<file path="config.mk">
export PLATFORM = sky130hd
export DESIGN_NAME = nidpl_top
export DESIGN_NICKNAME = d
export VERILOG_FILES = /design/src/core/nidpl_pkg.sv /design/src/core/nidpl_top.sv /design/src/core/nidpl_bit_mux.sv
export VERILOG_INCLUDE_DIRS = /design/src /design/src/core
export SDC_FILE = /design/constraint.sdc
export NUM_CORES = 1
export LEC_CHECK = 0
export BUFFER_PORTS_ARGS = -buffer_cell sky130_fd_sc_hd__buf_4
export CAP_MARGIN = 30
export CORE_MARGIN = 4
export CORE_UTILIZATION = 35
export DETAILED_ROUTE_END_ITERATION = 12
export PLACE_DENSITY = 0.55
export SYNTH_ARGS = -nofsm -noshare
export SYNTH_HDL_FRONTEND = slang
export SYNTH_SLANG_ARGS = --single-unit
</file>
<file path="constraint.sdc">
create_clock -name sys_clk -period 6.5 [get_ports sys_clk]
set_input_delay 0.65 -clock sys_clk [delete_from_list [all_inputs] [get_ports sys_clk]]
set_output_delay 0.65 -clock sys_clk [all_outputs]
set_load 0.005 [all_outputs]
</file>
<file path="src/core/nidpl_defs.svh">
// Offsets, field positions, widths and reset values of the node identifier pin loader.
`ifndef NIDPL_DEFS_SVH
`define NIDPL_DEFS_SVH

`define NIDPL_MAP_W          32
`define NIDPL_MAP_RESET      32'h00000000
`define NIDPL_MAP_EN_BIT     31
`define NIDPL_FIELD_W        4
`define NIDPL_PIN_SPACE      16
`define NIDPL_NETOPT_W       16
`define NIDPL_NETOPT_MULTI   3
`define NIDPL_AXIS_STRIDE    8
`define NIDPL_AXIS_SEL_W     2
`define NIDPL_COUNT_W        3
`define NIDPL_ID_MAX_BITS    7

`endif

</file>
<file path="src/core/nidpl_pkg.sv">
// Types shared by the node identifier pin loader.
package nidpl_pkg;

    typedef enum logic [1:0] {
        st_wait,
        st_sample,
        st_build,
        st_done
    } nidpl_state_t;

endpackage

</file>
<file path="src/core/nidpl_top.sv">
// Node identifier pin loader: samples input pins once at power-up and builds the node identifier.
`include "nidpl_defs.svh"

module nidpl_top #(
    parameter int NUM_PINS = 16,
    parameter int ID_BITS  = 7
) (
    input  wire logic                          sys_clk,
    input  wire logic                          rst,
    input  wire logic                          ce,
    input  wire logic                          startup_go,
    input  wire logic [NUM_PINS-1:0]           gpin,
    input  wire logic [`NIDPL_COUNT_W-1:0]     id_pin_count,
    input  wire logic [`NIDPL_NETOPT_W-1:0]    net_options,
    input  wire logic [`NIDPL_AXIS_SEL_W-1:0]  axis_index,
    input  wire logic                          map_wr_en,
    input  wire logic [`NIDPL_MAP_W-1:0]       map_wr_data,
    output logic      [`NIDPL_MAP_W-1:0]       map_rd_data,
    output logic      [ID_BITS-1:0]            node_id,
    output logic                               node_id_valid,
    output logic                               pins_released
);

    ////////////////////////////////////////////////////////////////////////////////
    // Parameter checks, made at elaboration so that a bad size never reaches a netlist.
    // Sizes past seven identifier bits or sixteen pin numbers have no field to serve them.
    if (ID_BITS < 1 || ID_BITS > `NIDPL_ID_MAX_BITS) begin : g_bad_id_bits
        $error("nidpl_top: ID_BITS out of range");
    end
    if (NUM_PINS < ID_BITS || NUM_PINS > `NIDPL_PIN_SPACE) begin : g_bad_num_pins
        $error("nidpl_top: NUM_PINS out of range");
    end

    localparam logic [4:0] NUM_PINS_W = 5'(NUM_PINS);

    ////////////////////////////////////////////////////////////////////////////////
    // Mapping parameter, written by software at any time.
    // A write strobed while ce is low is lost, as is every other change of state.
    // The readback copy is a flop of its own so that the output comes straight from a register.
    logic [`NIDPL_MAP_W-1:0] node_id_pin_map;
    logic [`NIDPL_MAP_W-1:0] next_node_id_pin_map;

    always_comb begin
        next_node_id_pin_map = node_id_pin_map;
        if (map_wr_en) begin
            next_node_id_pin_map = map_wr_data;
        end
    end

    always_ff @(posedge sys_clk or posedge rst) begin
        if (rst) begin
            node_id_pin_map <= `NIDPL_MAP_RESET;
            map_rd_data     <= `NIDPL_MAP_RESET;
        end else if (ce) begin
            node_id_pin_map <= next_node_id_pin_map;
            map_rd_data     <= next_node_id_pin_map;
        end
    end

    ////////////////////////////////////////////////////////////////////////////////
    // Startup sequence: wait for the go pulse, snapshot, build, then stay done for good.
    // The snapshot is taken in one cycle so that pins and settings are seen together.
    // Settings are copied with the pins so that a write after the sample cannot leak in.
    nidpl_pkg::nidpl_state_t state;
    nidpl_pkg::nidpl_state_t next_state;

    logic [`NIDPL_PIN_SPACE-1:0]  snap_pins;
    logic [`NIDPL_PIN_SPACE-1:0]  next_snap_pins;
    logic [`NIDPL_MAP_W-1:0]      snap_map;
    logic [`NIDPL_MAP_W-1:0]      next_snap_map;
    logic [`NIDPL_COUNT_W-1:0]    snap_count;
    logic [`NIDPL_COUNT_W-1:0]    next_snap_count;
    logic                         snap_multi;
    logic                         next_snap_multi;
    logic [`NIDPL_AXIS_SEL_W-1:0] snap_axis;
    logic [`NIDPL_AXIS_SEL_W-1:0] next_snap_axis;
    logic [ID_BITS-1:0]           next_node_id;
    logic                         next_node_id_valid;
    logic                         next_pins_released;
    logic [ID_BITS-1:0]           pin_id;
    logic [ID_BITS-1:0]           axis_id;

    always_comb begin
        next_state      = state;
        next_snap_pins  = snap_pins;
        next_snap_map   = snap_map;
        next_snap_count = snap_count;
        next_snap_multi = snap_multi;
        next_snap_axis  = snap_axis;
        case (state)
            nidpl_pkg::st_wait: begin
                if (startup_go) begin
                    next_state = nidpl_pkg::st_sample;
                end
            end
            nidpl_pkg::st_sample: begin
                next_snap_pins  = `NIDPL_PIN_SPACE'(gpin);
                next_snap_map   = node_id_pin_map;
                next_snap_count = id_pin_count;
                next_snap_multi = net_options[`NIDPL_NETOPT_MULTI];
                next_snap_axis  = axis_index;
                next_state      = nidpl_pkg::st_build;
            end
            nidpl_pkg::st_build: begin
                next_state = nidpl_pkg::st_done;
            end
            nidpl_pkg::st_done: begin
                next_state = nidpl_pkg::st_done;
            end
            default: begin
                next_state = nidpl_pkg::st_wait;
            end
        endcase
    end

    always_ff @(posedge sys_clk or posedge rst) begin
        if (rst) begin
            state      <= nidpl_pkg::st_wait;
            snap_pins  <= '0;
            snap_map   <= `NIDPL_MAP_RESET;
            snap_count <= '0;
            snap_multi <= 1'b0;
            snap_axis  <= '0;
        end else if (ce) begin
            state      <= next_state;
            snap_pins  <= next_snap_pins;
            snap_map   <= next_snap_map;
            snap_count <= next_snap_count;
            snap_multi <= next_snap_multi;
            snap_axis  <= next_snap_axis;
        end
    end

    ////////////////////////////////////////////////////////////////////////////////
    // Identifier outputs: loaded once from the build state and then held until reset.
    // Only reset clears them, so a later go pulse or pin change cannot disturb them.
    always_comb begin
        next_node_id       = node_id;
        next_node_id_valid = node_id_valid;
        next_pins_released = pins_released;
        if (state == nidpl_pkg::st_build) begin
            if (snap_multi) begin
                next_node_id = axis_id;
            end else begin
                next_node_id = pin_id;
            end
            next_node_id_valid = 1'b1;
            next_pins_released = 1'b1;
        end
    end

    always_ff @(posedge sys_clk or posedge rst) begin
        if (rst) begin
            node_id       <= '0;
            node_id_valid <= 1'b0;
            pins_released <= 1'b0;
        end else if (ce) begin
            node_id       <= next_node_id;
            node_id_valid <= next_node_id_valid;
            pins_released <= next_pins_released;
        end
    end

    ////////////////////////////////////////////////////////////////////////////////
    // Multi-axis layout: one identifier per byte, selected by this axis.
    // The two-bit axis index reaches byte three at most, so the slice never leaves the map.
    always_comb begin
        axis_id = snap_map[snap_axis*`NIDPL_AXIS_STRIDE +: ID_BITS];
    end

    ////////////////////////////////////////////////////////////////////////////////
    // Pin-based identifier, one selector and one pin multiplexer per identifier bit.
    // Pin fields end at bit 27, so bits 28 to 30 are read only by the multi-axis slice.
    logic map_enabled;

    always_comb begin
        map_enabled = snap_map[`NIDPL_MAP_EN_BIT];
    end

    for (genvar i = 0; i < ID_BITS; i++) begin : g_bit
        logic [4:0]                default_pin;
        logic [`NIDPL_FIELD_W-1:0] pin_sel;
        logic                      bit_used;
        logic                      pin_ok;

        // A pin number past the last fitted pin reads zero, also when N exceeds the pins.
        // The selector is chosen before the range test so both mappings share one guard.
        always_comb begin
            default_pin = NUM_PINS_W - {2'b00, snap_count} + 5'(i);
            bit_used    = (5'(i) < {2'b00, snap_count});
            if (map_enabled) begin
                pin_sel = snap_map[i*`NIDPL_FIELD_W +: `NIDPL_FIELD_W];
            end else begin
                pin_sel = default_pin[`NIDPL_FIELD_W-1:0];
            end
            pin_ok = ({1'b0, pin_sel} < NUM_PINS_W);
        end

        nidpl_bit_mux u_mux (
            .pins    (snap_pins),
            .sel     (pin_sel),
            .enable  (bit_used & pin_ok),
            .bit_out (pin_id[i])
        );
    end

endmodule // nidpl_top

</file>
<file path="src/core/nidpl_bit_mux.sv">
// One identifier bit picked from the captured pin levels by a four-bit pin number.
`include "nidpl_defs.svh"

module nidpl_bit_mux (
    input  wire logic [`NIDPL_PIN_SPACE-1:0] pins,
    input  wire logic [`NIDPL_FIELD_W-1:0]   sel,
    input  wire logic                        enable,
    output logic                             bit_out
);

    ////////////////////////////////////////////////////////////////////////////////
    // A disabled bit reads zero whatever its selector holds.
    always_comb begin
        bit_out = enable & pins[sel];
    end

endmodule // nidpl_bit_mux

</file>
* Yosys cells after proc, flatten, opt, wreduce, memory -nomap -nowiden
Index checks and enable logic that the tools add are counted.
Word-level totals: flip-flop bits (word level) 96, bits of input ports 74, output and inout bits 41, word-level logic and storage cells 72
Cells by class: add/sub/neg operators 7, order comparisons 14, eq/ne operators 4, shift-type cells 1, multiplexer cells 24, bitwise gates (word level) 7, reduce and logical (&&, ||, !) cells 6
Operator list (count):
- 4-bit by 5-bit less-than comparator with 1-bit output (second input constant) | 7
- 32-bit by 6-bit indexed part select with 7-bit output | 1
- 1-bit binary-select mux with 4-bit select | 7
- 4-bit 2-to-1 mux | 7
- 4-bit by 3-bit adder with 4-bit output (second input constant) | 3
- 3-bit less-than comparator (first input constant) | 3
- 4-bit by 2-bit adder with 4-bit output (second input constant) | 2
- 2-bit AND reduction | 4
- 1-bit bitwise AND | 7
- 1-bit 2-to-1 mux | 7
- 7-bit 2-to-1 mux | 1
- 1-bit by 3-bit less-than comparator with 1-bit output (first input constant) | 2
- 2-bit by 3-bit less-than comparator with 1-bit output (first input constant) | 2
- 2-bit one-hot mux with 3 select lines | 1
- 4-bit by 1-bit adder with 4-bit output (second input constant) | 1
- 2-bit equality test (second input constant) | 2
- 1-bit by 3-bit subtractor with 4-bit output (first input constant) | 1
- 2-bit by 1-bit equality test with 1-bit output (second input constant) | 1
- 2-bit zero test | 1
- 2-bit 2-to-1 mux | 1
- 2-bit inequality test (second input constant) | 1
- 2-bit OR reduction | 1

* Longest topological paths before layout
word-level depth 7, mapped depth 11, gate-level depth less buffers 9

* Hierarchy
From an unflattened synthesis, not the netlist that was laid out.
Second synthesis, totals: cells, all modules 444, area, all modules 5474.0 µm²
By module, submodules not included:
- nidpl_top | instances 1, cells each 325, area each 4379.2 µm², sequential area each 2402.3 µm²
- nidpl_bit_mux | instances 7, cells each 17, area each 156.4 µm², sequential area each 0.0 µm²

* Worst setup path after synthesis
Ideal clock, no wire load.
path type register to register, start point register snap_count[0], end point register node_id[1], library setup time 127 ps, arrival time 2558 ps, required time 6373 ps, slack 3815 ps, cell stages (with the launch flop) 11, path buffers 1, period minus slack after synthesis 2685 ps, cells stage by stage dfrtp_1 > buf_2 > inv_1 > ha_1 > ha_1 > xor2_1 > mux2i_2 > mux4_1 > mux2i_1 > mux2_2 > o21ai_1
Between the ends: cells in the longest elaborated chain, start to end 7, elaborated cells on any way between the ends 8, classes of those cells add/sub: 2; order compare: 1; mux: 4; bitwise: 1
Ends and longest elaborated chain:
- from (decl) | line nidpl_top.sv:71 | logic [`NIDPL_COUNT_W-1:0] snap_count;
- from (signal assigned) | line nidpl_top.sv:128 | snap_count <= next_snap_count;
- 1-bit by 3-bit subtractor with 4-bit output | line nidpl_top.sv:189 | default_pin = NUM_PINS_W - {2'b00, snap_count} + 5'(i);
- 4-bit by 1-bit adder with 4-bit output | line nidpl_top.sv:189
- 4-bit 2-to-1 mux | line nidpl_top.sv:191 | if (map_enabled) begin
- 1-bit binary-select mux with 4-bit select | line nidpl_bit_mux.sv:14 | bit_out = enable & pins[sel];
- 1-bit 2-to-1 mux (implied by the code) | line nidpl_bit_mux.sv:14
- 1-bit bitwise AND * | line nidpl_bit_mux.sv:14
- 7-bit 2-to-1 mux * | line nidpl_top.sv:142 | if (snap_multi) begin
- to (signal assigned) | line nidpl_top.sv:158 | node_id <= next_node_id;
- to (decl) | line nidpl_top.sv:19 | output logic [ID_BITS-1:0] node_id,
Every way passes the cells marked *; elsewhere a longest branch is shown, timed or not. The select of a mux whose other input is x is not followed. A chain may end at the register's enable or synchronous reset.

* Worst setup path in the final report
start point register snap_count[0], end point register node_id[5]
Between the ends: cells in the longest elaborated chain, start to end 7, elaborated cells on any way between the ends 8, classes of those cells add/sub: 2; order compare: 1; mux: 4; bitwise: 1
Ends and longest elaborated chain (line):
- 1-bit by 3-bit subtractor with 4-bit output | nidpl_top.sv:189
- 4-bit by 3-bit adder with 4-bit output | nidpl_top.sv:189
- 4-bit 2-to-1 mux | nidpl_top.sv:191
- 1-bit binary-select mux with 4-bit select | nidpl_bit_mux.sv:14
- 1-bit 2-to-1 mux (implied by the code) | nidpl_bit_mux.sv:14
- 1-bit bitwise AND * | nidpl_bit_mux.sv:14
- 7-bit 2-to-1 mux * | nidpl_top.sv:142
Marked as above.

==> impl_metrics.tcl <==
set metrics [dict create \
    p_total_uw 2640 \
    use_met1_pct 24.6 \
    synthFlopType "dfrtp_1" \
    wl_mm 15.4 \
    synth_fp_nets 536 \
    dieArea_um2 17800 \
    syn_area_per_cell_um2 12.0 \
    status "complete, no violations" \
    power_density_nw_per_um2 393 \
    setup_viol 0 \
    cts_repair_resize_count 0 \
    hold_violations 0 \
    area_delta_synth_final_pct 22.0 \
    overflow 0 \
    hpwl_mm 11.3 \
    vias 4188 \
    syn-instance-count 459 \
    drive_gt1_share_pct 41.5 \
    yosysWarnings 0 \
    startpoint_type "flip-flop" \
    max_freq_mhz 260 \
    firstDrtPassIters 5 \
    worstSkewPairLatency_ns 0.35 \
    drt-initial-drc-count 279 \
    vias_per_cell 5.55 \
    irDropWorstVdd_mv 0.185 \
    ys_seq_area_share_pct 43.6 \
    cpMostUsedCell "ha_1" \
    synth.area.top_cells "dfrtp_1 (44%), mux2_2 (18%), mux2i_1 (4.7%)" \
    numCtsBuffers 9 \
    hold_buffers 0 \
    p_leak_uw 0.00300 \
    end_kind "flip-flop" \
    final.setup_skew_ns 0.00878 \
    grt_pass1_wl_mm 24.4 \
    crit_fanout 23 \
    core_area_um2 15300 \
    fp.dieW_um 134 \
    worstMarginPinSlew_ns 0.854 \
    numPortBuffers 99 \
    ctsLongestPathBuffers 2 \
    max_slew_margin_pct 43.0 \
    hold_path_class "in -> async" \
    cpMaxStageDelayCell "dfrtp_1" \
    synth_async_sr_flop_share_pct 100 \
    synth_seq_cells 96 \
    wl_per_cell_um 20.5 \
    antenna_found_initial 0 \
    critPathMaxStageDelay_ns 0.87 \
    crit_chain "inv_1 > ha_1 > ha_1 > xor2_1 > o21a_1 > mux4_1 > mux2i_1 > mux2_2 > o21ai_0" \
    grt_use_total_pct 17.6 \
    setup_tns_ns 0 \
    final_cell_area_um2 6730 \
    fin_crit_sh_pct 59.2 \
    cts_tree "yes" \
    antennaDiodeCount 0 \
    cts_setup_buffers 0 \
    die_h_um 134 \
    htreeDepth 3 \
    use_met2_pct 27.5 \
    layout_min_cycle_time_ns 3.85 \
    fin_cells 755 \
    gp_routability_congestion 0.912 \
    drv_slew 0 \
    arrival_ns 4.08 \
    grt_pass1_vias 4219 \
    syn-cell-area_um2 5520 \
    num_io_pins 115 \
    nFillCells 1471 \
    synth_area_leader_cell "dfrtp_1" \
    clock-root-buffer "clkbuf_16" \
    grt_start_max_net_pins 70 \
    placed_cells 739 \
    nets 616 \
    route.detailed.drc 0 \
    busiest_layer "met2" \
    path_class "reg -> reg" \
    rows 45 \
    place_area_um2 6400 \
    cts.clk_slew.worst_paths_ns 0.07 \
    rsz0062_at_grt "false" \
    synth-edff-count 0 \
    yosys.area.top_type_share_pct 43.6 \
    use_met3_pct 4.98 \
    start_util_pct 36.0 \
    crit_required_ns 6.73 \
    ys_types 56 \
    cts.sinks 96 \
    cap_violations 0 \
    whs_ns 0.278 \
    ant_nets 0 \
]
## Yosys cell counts (7+ instances only)
cell and number:
a222oi_1 7, dfrtp_1 96, mux2_2 89, mux4_2 11, o22ai_1 7, nand2b_1 8
inv_1 13, clkbuf_1 13, mux2i_1 26, o21ai_0 11, mux4_1 8, nand2_1 31
nor2_1 11, a21oi_1 26, buf_1 12
## metal layers
layer / part of all wire (%) / vias to the layer above / wire (um)
met4: 1.1 / 0 / 170
met2: 46 / 167 / 7110
met3: 7.2 / 13 / 1120
met5: 0 / - / 0
li1: - / 1905 / -
met1: 46 / 2103 / 7050
## critical path, delay by kind of cell (launching register included)
kind | cells | cell delay, ns
buffers and inverters | 1 | 0.35
AOI/OAI and AO/OA | 2 | 0.38
adders and majority gates | 2 | 0.92
muxes | 3 | 0.94
xor gates and xnor gates | 1 | 0.25
DFF | 1 | 0.87
## cells in the final DEF (no fill, tap or decap), types with 4 or more instances in the layout
cell type and n:
mux4_2 11, nand2b_1 8, buf_4 103, mux2i_1 26, a32o_1 4, a32oi_1 4
a21oi_1 26, mux4_1 8, a22oi_1 6, nor3_1 4, a211oi_1 6, dfrtp_1 96
inv_1 12, a222oi_1 7, clkbuf_16 9, o22ai_1 7, xnor2_1 5, nor2_1 11
mux2_2 89, nand2_1 31, o21ai_0 11, a31oi_1 4
## flip-flops by register name, summed over array words and instances (netlist names)
name,flops
snap_multi,1
snap_pins,16
pins_released,1
snap_map,32
node_id,7
state,2
node_id_pin_map,32
snap_axis,2
snap_count,3
## final timing paths
| path | end | cells past startpoint | startpoint | slack, ns |
|---|---|---|---|---|
| setup / recovery | node_id[5] | 9 | snap_count[0] | 2.65 |
| hold / removal | snap_pins[15] | 2 | rst | 0.28 |
| setup reg to reg | node_id[5] | 9 | snap_count[0] | 2.65 |
| hold reg to reg | pins_released | 1 | pins_released | 0.50 |
| max in group asynchronous | node_id_pin_map[7] | 3 | rst | 5.05 |
| min in group sys_clk | pins_released | 1 | pins_released | 0.50 |
## power by group
part           switching (uW)  internal, uW  leakage (uW)
clock network             244           344      0.000160
logic                     530           577       0.00165
registers                 224           724       0.00119
## cell families after synthesis
| logic type | after synthesis | synth area share [%] |
|---|---|---|
| buffers and inverters | 48 | 3.92 |
| DFF | 96 | 43.6 |
| and+or+nand+nor | 72 | 6.37 |
| AOI/OAI and AO/OA | 96 | 12.3 |
| xor gates and xnor gates | 7 | 1.11 |
| adders and majority gates | 3 | 0.681 |
| muxes | 137 | 32.1 |
## metrics by stage
step / utilization [%] / worst slack (ns)
3_3_place_gp: 41.7 / 2.77
6_report: 43.9 / 2.65
2_1_floorplan: - / 3.34
5_1_grt: 43.9 / 2.38
3_5_place_dp: 41.8 / 2.71
4_1_cts: 43.9 / 2.66
## cell type report
cell class                      count  area (um2)  share of cell area [%]
Tap cell                          211         264                    3.92
Clock inverter                      6        97.6                    1.45
Inverter                           13        51.3                   0.762
Multi-Input combinational cell    315        2900                    43.0
Sequential cell                    96        2400                    35.7
Timing Repair Buffer              104         788                    11.7
Clock buffer                       10         229                    3.40
(Power assumes the default switching activity.)
